===== src/logic/sbfc_pkg.sv =====
// Shared constants and types for the serial bridge with flow control
package sbfc_pkg;
   // System clock rate in Hz
   localparam int CLK_HZ = 20_000_000;
   // Bit rates in bits per second
   localparam int DEF_BAUD = 115200;
   localparam int MIN_BAUD = 9600;
   localparam int MAX_BAUD = 921600;
   // Width of the cycles-per-bit divisor
   localparam int DIV_W = 12;
   // Cycles per bit, rounded to nearest
   localparam logic [11:0] DEF_DIV = 12'((CLK_HZ + DEF_BAUD / 2) / DEF_BAUD);
   localparam logic [11:0] MIN_DIV = 12'((CLK_HZ + MAX_BAUD / 2) / MAX_BAUD);
   localparam logic [11:0] MAX_DIV = 12'((CLK_HZ + MIN_BAUD / 2) / MIN_BAUD);
   // Bit slot index of the stop bit within a frame
   localparam logic [3:0] STOP_IDX = 4'h9;
   // Index of the last data bit
   localparam logic [2:0] LAST_DATA = 3'h7;
   // Synchroniser reset value: enable low, request idle high, line idle high
   localparam logic [2:0] SYNC_RST = 3'h3;
   // Handshake modes: bit 0 drives clear-to-send, bit 1 honours request-to-send
   typedef enum logic [1:0] {
      HS_OFF   = 2'h0,
      HS_DRIVE = 2'h1,
      HS_HONOR = 2'h2,
      HS_BOTH  = 2'h3
   } sbfc_hs_t;
   // One byte of a stream with its valid flag
   typedef struct packed {
      logic valid;
      logic [7:0] data;
   } sbfc_byte_t;
   // Serial configuration
   typedef struct packed {
      sbfc_hs_t mode;
      logic [11:0] div;
   } sbfc_cfg_t;
   // Configuration after reset: default rate, handshake ignored
   localparam sbfc_cfg_t CFG_RST = '{mode: HS_OFF, div: DEF_DIV};
endpackage


===== src/logic/sbfc_bridge.sv =====
// Bridge between target serial line and two host byte streams
// Operation
// Reset: 115200 8N1, handshake lines ignored
// Bit rate configurable 9600 to 921600
// Full receive buffer deasserts driven clear-to-send
// Target stops sending while clear-to-send deasserted
// Honoured request-to-send low pauses sending; code pauses while the pin is high
// Character in flight always completes
// Request-to-send ignored when not honoured
// Off mode: no drive, request ignored
// Drive mode: drive clear, ignore request
// Honour mode: no drive, gate on request
// Both mode: drive clear and gate
// Socket connection takes all traffic over USB
// Forward both directions on active path
// Target drives request when honoured
// Pass data only while enable active
// Low start, LSB first, high stop, idle high
`timescale 1ns/100ps
module sbfc_bridge (
   input wire logic I_CLK,
   input wire logic I_RST_N,
   input wire logic I_CFG_LOAD,
   input wire sbfc_pkg::sbfc_cfg_t I_CFG,
   output sbfc_pkg::sbfc_cfg_t O_CFG,
   input wire logic I_VCOM_EN,
   input wire logic I_TGT_TXD,
   output logic O_TGT_RXD,
   input wire logic I_TGT_RTS_N,
   output logic O_TGT_CTS_N,
   output logic O_TGT_CTS_OE,
   input wire logic I_SOCK_CONN,
   input wire sbfc_pkg::sbfc_byte_t I_SOCK_H2T,
   output logic O_SOCK_H2T_READY,
   output sbfc_pkg::sbfc_byte_t O_SOCK_T2H,
   input wire logic I_SOCK_T2H_READY,
   input wire sbfc_pkg::sbfc_byte_t I_USB_H2T,
   output logic O_USB_H2T_READY,
   output sbfc_pkg::sbfc_byte_t O_USB_T2H,
   input wire logic I_USB_T2H_READY,
   output logic O_TX_BUSY
);
   localparam int DW = sbfc_pkg::DIV_W;

   // Receiver states
   typedef enum logic [1:0] {
      RX_IDLE  = 2'h0,
      RX_START = 2'h1,
      RX_DATA  = 2'h2,
      RX_STOP  = 2'h3
   } sbfc_rx_t;

   // Keep a requested divisor inside the supported rate range
   function automatic logic [11:0] clamp_div(input logic [11:0] d);
      if (d < sbfc_pkg::MIN_DIV) begin
         return sbfc_pkg::MIN_DIV;
      end else if (d > sbfc_pkg::MAX_DIV) begin
         return sbfc_pkg::MAX_DIV;
      end
      return d;
   endfunction

   logic rst_meta_ff; // Reset release, first stage
   logic rst_n_ff; // Reset release, used copy
   logic [2:0] pin_meta_ff; // Pin synchroniser, first stage
   logic [2:0] pin_ff; // Pin synchroniser, second stage
   sbfc_pkg::sbfc_cfg_t cfg_ff; // Active configuration
   sbfc_rx_t rx_st_ff; // Receiver state
   logic [DW-1:0] rx_cnt_ff; // Receiver cycle count
   logic [2:0] rx_bit_ff; // Data bit index
   logic [7:0] rx_shf_ff; // Receive shift register
   logic rx_done_ff; // One-cycle pulse, character in
   sbfc_pkg::sbfc_byte_t sock_t2h_ff; // Buffered char for socket
   sbfc_pkg::sbfc_byte_t usb_t2h_ff; // Buffered char for USB
   logic sock_rdy_ff; // Socket may hand a byte
   logic usb_rdy_ff; // USB may hand a byte
   logic tx_start_ff; // Start pulse to transmitter
   logic [7:0] tx_data_ff; // Byte to transmit
   logic cts_n_ff; // Clear-to-send level, low means clear
   logic cts_oe_ff; // Clear-to-send driven
   logic tx_busy; // Transmitter in a frame

   // Synchronised pin levels
   wire rxd = pin_ff[0];
   wire rts_n = pin_ff[1];
   wire vcom_en = pin_ff[2];

   // Handshake decode
   wire drive_cts = cfg_ff.mode[0];
   wire honor_rts = cfg_ff.mode[1];
   wire permit = !honor_rts || !rts_n;
   wire t2h_full = sock_t2h_ff.valid || usb_t2h_ff.valid;
   wire can_take = vcom_en && permit && !tx_busy && !tx_start_ff;
   wire take_sock = sock_rdy_ff && I_SOCK_H2T.valid;
   wire take_usb = usb_rdy_ff && I_USB_H2T.valid;
   wire take = take_sock || take_usb;

   // Receiver timing decode
   wire rx_half = rx_cnt_ff == (cfg_ff.div >> 1);
   wire rx_end = rx_cnt_ff == cfg_ff.div - 1'b1;
   wire [DW-1:0] nxt_rx_cnt = rx_end ? '0 : rx_cnt_ff + 1'b1;
   wire rx_keep = rx_done_ff && !t2h_full;

   assign O_CFG = cfg_ff;
   assign O_TGT_CTS_N = cts_n_ff;
   assign O_TGT_CTS_OE = cts_oe_ff;
   assign O_SOCK_T2H = sock_t2h_ff;
   assign O_USB_T2H = usb_t2h_ff;
   assign O_SOCK_H2T_READY = sock_rdy_ff;
   assign O_USB_H2T_READY = usb_rdy_ff;
   assign O_TX_BUSY = tx_busy;

   // Reset release through two flops
   always_ff @(posedge I_CLK or negedge I_RST_N) begin
      if (!I_RST_N) begin
         rst_meta_ff <= 1'b0;
         rst_n_ff <= 1'b0;
      end else begin
         rst_meta_ff <= 1'b1;
         rst_n_ff <= rst_meta_ff;
      end
   end

   // Pin inputs through two flops
   always_ff @(posedge I_CLK or negedge rst_n_ff) begin
      if (!rst_n_ff) begin
         pin_meta_ff <= sbfc_pkg::SYNC_RST;
         pin_ff <= sbfc_pkg::SYNC_RST;
      end else begin
         pin_meta_ff <= {I_VCOM_EN, I_TGT_RTS_N, I_TGT_TXD};
         pin_ff <= pin_meta_ff;
      end
   end

   // Configuration load with range clamp
   always_ff @(posedge I_CLK or negedge rst_n_ff) begin
      if (!rst_n_ff) begin
         cfg_ff <= sbfc_pkg::CFG_RST;
      end else if (I_CFG_LOAD) begin
         cfg_ff <= '{mode: I_CFG.mode, div: clamp_div(I_CFG.div)};
      end
   end

   // Receiver: mid-bit sampling, stop bit checked
   always_ff @(posedge I_CLK or negedge rst_n_ff) begin
      if (!rst_n_ff) begin
         rx_st_ff <= RX_IDLE;
         rx_cnt_ff <= '0;
         rx_bit_ff <= 3'h0;
         rx_shf_ff <= 8'h00;
         rx_done_ff <= 1'b0;
      end else begin
         rx_done_ff <= 1'b0;
         rx_cnt_ff <= nxt_rx_cnt;
         case (rx_st_ff)
            RX_IDLE: begin
               // Low line level opens a frame
               rx_cnt_ff <= '0;
               if (vcom_en && !rxd) begin
                  rx_st_ff <= RX_START;
               end
            end
            RX_START: begin
               // Confirm start at its middle
               if (rx_half) begin
                  rx_cnt_ff <= '0;
                  rx_bit_ff <= 3'h0;
                  rx_st_ff <= rxd ? RX_IDLE : RX_DATA;
               end
            end
            RX_DATA: begin
               // LSB arrives first
               if (rx_end) begin
                  rx_shf_ff <= {rxd, rx_shf_ff[7:1]};
                  rx_bit_ff <= rx_bit_ff + 3'h1;
                  if (rx_bit_ff == sbfc_pkg::LAST_DATA) begin
                     rx_st_ff <= RX_STOP;
                  end
               end
            end
            RX_STOP: begin
               // Good stop bit delivers, bad one drops
               if (rx_end) begin
                  rx_done_ff <= rxd;
                  rx_st_ff <= RX_IDLE;
               end
            end
            default: begin
               rx_st_ff <= RX_IDLE;
            end
         endcase
         if (!vcom_en) begin
            rx_st_ff <= RX_IDLE;
         end
      end
   end

   // One-char buffers toward the host paths, socket first
   always_ff @(posedge I_CLK or negedge rst_n_ff) begin
      if (!rst_n_ff) begin
         sock_t2h_ff <= '0;
         usb_t2h_ff <= '0;
      end else begin
         if (!I_SOCK_CONN) begin
            sock_t2h_ff.valid <= 1'b0;
         end else if (rx_keep) begin
            sock_t2h_ff <= '{valid: 1'b1, data: rx_shf_ff};
         end else if (I_SOCK_T2H_READY) begin
            sock_t2h_ff.valid <= 1'b0;
         end
         if (I_SOCK_CONN) begin
            usb_t2h_ff.valid <= 1'b0;
         end else if (rx_keep) begin
            usb_t2h_ff <= '{valid: 1'b1, data: rx_shf_ff};
         end else if (I_USB_T2H_READY) begin
            usb_t2h_ff.valid <= 1'b0;
         end
      end
   end

   // Host-to-target acceptance, gated by handshake and path choice
   always_ff @(posedge I_CLK or negedge rst_n_ff) begin
      if (!rst_n_ff) begin
         sock_rdy_ff <= 1'b0;
         usb_rdy_ff <= 1'b0;
         tx_start_ff <= 1'b0;
         tx_data_ff <= 8'h00;
      end else begin
         sock_rdy_ff <= I_SOCK_CONN && can_take && !take;
         usb_rdy_ff <= !I_SOCK_CONN && can_take && !take;
         tx_start_ff <= take;
         if (take) begin
            tx_data_ff <= take_sock ? I_SOCK_H2T.data : I_USB_H2T.data;
         end
      end
   end

   // Clear-to-send: deasserted when buffer full, released when not driven
   always_ff @(posedge I_CLK or negedge rst_n_ff) begin
      if (!rst_n_ff) begin
         cts_n_ff <= 1'b0;
         cts_oe_ff <= 1'b0;
      end else begin
         cts_n_ff <= t2h_full;
         cts_oe_ff <= drive_cts;
      end
   end

   // Transmitter toward the target
   sbfc_uart_tx #(.DIV_W(DW)) u_tx (
      .i_clk(I_CLK),
      .i_rst_n(rst_n_ff),
      .i_div(cfg_ff.div),
      .i_start(tx_start_ff),
      .i_data(tx_data_ff),
      .o_txd(O_TGT_RXD),
      .o_busy(tx_busy)
   );
endmodule


===== src/logic/sbfc_uart_tx.sv =====
// Serial transmitter toward the target, one character per start
`timescale 1ns/100ps
module sbfc_uart_tx #(
   parameter int DIV_W = 12
) (
   input wire logic i_clk,
   input wire logic i_rst_n,
   input wire logic [DIV_W-1:0] i_div,
   input wire logic i_start,
   input wire logic [7:0] i_data,
   output logic o_txd,
   output logic o_busy
);
   logic [DIV_W-1:0] cnt_ff; // Cycle count within a bit
   logic [3:0] bit_ff; // Bit slot, 0 start, 9 stop
   logic [8:0] frame_ff; // Data still to go, ones fill the top
   logic txd_ff; // Line level
   logic busy_ff; // Character in flight
   wire tick = busy_ff && (cnt_ff == i_div - 1'b1); // End of a bit slot
   wire last = bit_ff == sbfc_pkg::STOP_IDX; // Stop bit slot
   wire [DIV_W-1:0] nxt_cnt = tick ? '0 : cnt_ff + 1'b1;

   assign o_txd = txd_ff;
   assign o_busy = busy_ff;

   // Shift out start, eight data bits LSB first, then stop
   always_ff @(posedge i_clk or negedge i_rst_n) begin
      if (!i_rst_n) begin
         cnt_ff <= '0;
         bit_ff <= 4'h0;
         frame_ff <= 9'h1FF;
         txd_ff <= 1'b1;
         busy_ff <= 1'b0;
      end else if (!busy_ff) begin
         // Idle line high until a start
         txd_ff <= !i_start;
         busy_ff <= i_start;
         frame_ff <= {1'b1, i_data};
         cnt_ff <= '0;
         bit_ff <= 4'h0;
      end else begin
         // Request-to-send is not looked at here: a frame always completes
         cnt_ff <= nxt_cnt;
         if (tick && last) begin
            busy_ff <= 1'b0;
            txd_ff <= 1'b1;
         end else if (tick) begin
            txd_ff <= frame_ff[0];
            frame_ff <= {1'b1, frame_ff[8:1]};
            bit_ff <= bit_ff + 4'h1;
         end
      end
   end
endmodule

===== config.mk =====
export PLATFORM = sky130hd
export DESIGN_NAME = sbfc_bridge
export DESIGN_NICKNAME = d
export VERILOG_FILES = /design/src/logic/sbfc_pkg.sv /design/src/logic/sbfc_bridge.sv /design/src/logic/sbfc_uart_tx.sv
export SDC_FILE = /design/constraint.sdc
export NUM_CORES = 1
export LEC_CHECK = 0
export ABC_AREA = 1
export ABC_CLOCK_PERIOD_IN_PS = 7300
export BUFFER_PORTS_ARGS = -buffer_cell sky130_fd_sc_hd__buf_2
export CAP_MARGIN = 25
export CORE_MARGIN = 5
export CORE_UTILIZATION = 35
export CTS_BUF_LIST = sky130_fd_sc_hd__clkbuf_8
export DETAILED_ROUTE_END_ITERATION = 8
export PLACE_DENSITY = 0.5
export SLEW_MARGIN = 20
export SYNTH_ARGS = -nofsm -noshare
export SYNTH_HDL_FRONTEND = slang
export SYNTH_SLANG_ARGS = --single-unit

===== constraint.sdc =====
create_clock -name I_CLK -period 7.3 [get_ports I_CLK]
set_input_delay 0.365 -clock I_CLK [delete_from_list [all_inputs] [get_ports I_CLK]]
set_output_delay 0.365 -clock I_CLK [all_outputs]
set_load 0.05 [all_outputs]

==> reports/summary.txt <==
Num Clock Sinks - 105
Num CTS Buffers - 9
Port Buffers - 78
Vias in the first global route - 4536
Worst path required time - 7580 ps
R2R Path Start - O_CFG[0]
Fin nets - 826
Hold Vio Cnt, Final - 0
Total Routing Usage GR - 15.2%
Mapped Nets - 746
Max clock buf depth - 2
DR DRC count - 0
Die width - 135 um
# resized after CTS - 0
Area delta synth->final - 15.7%
FF/Latch Area - 2650 um^2
Max-Slew Margin vs Limit - 58.8%
Crit path max-delay family - simple AND/OR/NAND/NOR gates
Via/cell ratio - 4.78
Status - finished clean
Starting density of the core - 35.7%
Crit path depth - 16
Crit-path max cell delay - 430 ps
Period utilization - 36.1%
F_max - 0.380 GHz
FF-to-FF End - u_tx.bit_ff[2]
WL per Instance - 13.5 um
Mapped Area - 5450 um^2
Drt first pass iters - 5
FP Rows - 45
Remaining global-route overflow - 0
Synth Flop Type - dfrtp_1
Mapped Cells - 693
Largest net degree at the start of global routing - 73
Lkg Pwr - 3.11 nW
Ys Warns - 0
Syn avg cell area - 7.86 um^2
Slew Viols, Final - 0
Area share of the largest cell type after synthesis - 40.0%
Top post-synthesis cells by count - nand2_1 (210), dfrtp_1 (87), nor2_1 (77), inv_1 (76), nand3_1 (56)
Vias post-DR - 4733
Final core occ - 41.3%
Crit path capture type - register
R2R Setup Slk - 4670 ps
H-tree levels - 3
Ranking of synthesized cells by area - dfrtp_1 (40%), nand2_1 (14%), dfstp_2 (8.7%), nor2_1 (5.3%), inv_1 (5.2%)
Hold Crit Depth - 1
Final Power - 0.00158 W
Register area share after synthesis - 48.6%
Routed Antenna Nets - 0
CTS tree - built
# setup viols final - 0
Endpoint, Worst Hold - pin_meta_ff[0]
Worst path most repeated cell - nand2_1
FILL cells - 1613
WL final - 13400 um
CP max-delay cell - dfrtp_1
CTS Root Cell - clkbuf_8
Initial antenna violation count - 0
Count leader, synth - nand2_1
Distinct cells, synth - 36
Die height - 135 um
HP Start - I_TGT_TXD
R2R cell count - 16
Worst path bufs/invs - 1
Clock skew - 11.6 ps
First-pass GRT wire length - 22500 um
Initial DRC count - 284
Async set or reset register ratio after synthesis - 100%
Post-DP HPWL - 10200 um
Worst Tran Pin Value - 616 ps
Number of flops mapped to enable cells by yosys - 0
Critical Path Fanout Max - 25
Layout cells sized above 1 - 18.0%
Hold_ws - 66.7 ps
Final min period - 2630 ps
GPL Wtd Cong - 0.899
I/O pin count - 79
Final WS setup - 4670 ps
Hold crit path type - primary input to register
Max-Cap Viols - 0
Die ar. - 18200 um^2
Setup TNS - 0 ps
Pre-CTS setup slack - 4690 ps
Area of the multi-input gates - 2430 um^2
CP Class - register to register
#FFs+latches synth - 105
Clock transition at path regs - 120 ps
PwrDens - 251 nW/um^2
CP Cell Sequence - inv_1, ha_1, nand2_4, nor2_4, nand2_1, nand2_1, nand2_1, nand2_1, nand2_1, or2_0, nor2_2, nand3_2, nand2_4, nand2_4, nand2_1, nand2_1
Synth area leader - dfrtp_1
Kind of start point of the critical path - register
Core box area - 15300 um^2
RSZ-0062 raised after global routing - false
Worst-Skew Late Latency - 380 ps
Worst Path Arrival - 2920 ps
Max VDD drop - 0.0000914 V
[registers in the layout (all words and copies together) (netlist names), 2 cells and up]
signal	cells
O_CFG	14
O_SOCK_T2H	9
O_USB_T2H	9
pin_ff	3
pin_meta_ff	3
rx_bit_ff	3
rx_cnt_ff	12
rx_shf_ff	8
rx_st_ff	2
tx_data_ff	8
u_tx.bit_ff	4
u_tx.cnt_ff	12
u_tx.frame_ff	8
[layout by cell type, fill, tap and decap left out, drive strengths merged, types with 2 or more instances in the layout]
cell and instances:
a21oi 18, a22oi 2, a31oi 2, buf 80
clkbuf 9, clkinv 4, dfrtp 87, dfstp 18
ha 12, inv 81, nand2 216, nand3 57
nand4 6, nor2 82, nor3 13, nor3b 5
o2111ai 2, o21ai 50, o22ai 7, o31ai 2
or2 4, xnor2 2, xor2 14
[what timing repair did]
item / CTS / global route
setup endpoints to repair: 0 / 0
hold buffers: 1 / 0
buffers inserted: 0 / 0
endpoints found under the hold margin: 2 / 0
[routing by layer]
metal | share of wire (%) | wire, um | vias up | track usage, %
li1 | - | - | 2374 | -
met5 | 0 | 0 | - | 0
met2 | 46 | 6150 | 100 | 23.4
met3 | 4.8 | 638 | 13 | 2.46
met4 | 1.5 | 194 | 0 | 4.86
met1 | 48 | 6370 | 2246 | 21.9
[cell families (layout without fill, tap and decap cells)]
group	Yosys count	after routing	synth area share [%]
AOI/OAI and AO/OA	85	85	9.03
and+or+nand+nor	384	384	30.3
buffers and inverters	90	175	6.66
adders and majority gates	12	12	2.76
other	1	2	0.0688
DFF	105	105	48.6
xor gates and xnor gates	16	16	2.57
[worst max-delay path by stage]
stage                  start             end  slack, ps
CTS                 O_CFG[0]  u_tx.bit_ff[2]       4680
global placement    O_CFG[0]  u_tx.bit_ff[2]       4800
detailed placement  O_CFG[0]  u_tx.bit_ff[3]       4690
floorplan           rst_n_ff        O_CFG[0]       4190
global route        O_CFG[0]  u_tx.bit_ff[3]       4430
finish              O_CFG[0]  u_tx.bit_ff[2]       4670
[worst reg2reg max path, delay by kind of cell (launching register included)]
family | cells | cell delay [ps]
and+or+nand+nor | 14 | 1610
DFF | 1 | 430
adders and majority gates | 1 | 310
buffers and inverters | 1 | 180
[final cells by class]
| cell class | count | share of cell area (%) |
|---|---|---|
| tap | 211 | 4.19 |
| timing repair buffer | 81 | 6.91 |
| sequential | 105 | 42.1 |
| clock inverter | 7 | 1.49 |
| inverter | 78 | 4.65 |
| multi-input combinational | 498 | 38.6 |
| antenna | 1 | 0.0397 |
| clock buffer | 9 | 1.97 |
[per-stage QoR]
| step | area (um^2) | cells |
|---|---|---|
| floorplan | 5450 | 693 |
| global route | 6300 | 989 |
| finish | 6300 | 990 |
| detailed placement | 6040 | 971 |
| CTS | 6270 | 988 |
| global placement | 6040 | 971 |
[report_power, final]
group	internal, W	total, W	switching, W	leakage, nW
Sequential	0.000692	0.000784	0.0000926	1.32
Clock	0.000140	0.000377	0.000237	0.107
Combinational	0.000140	0.000418	0.000277	1.69
Total	0.000973	0.00158	0.000606	3.11
(Power assumes the default switching activity.)
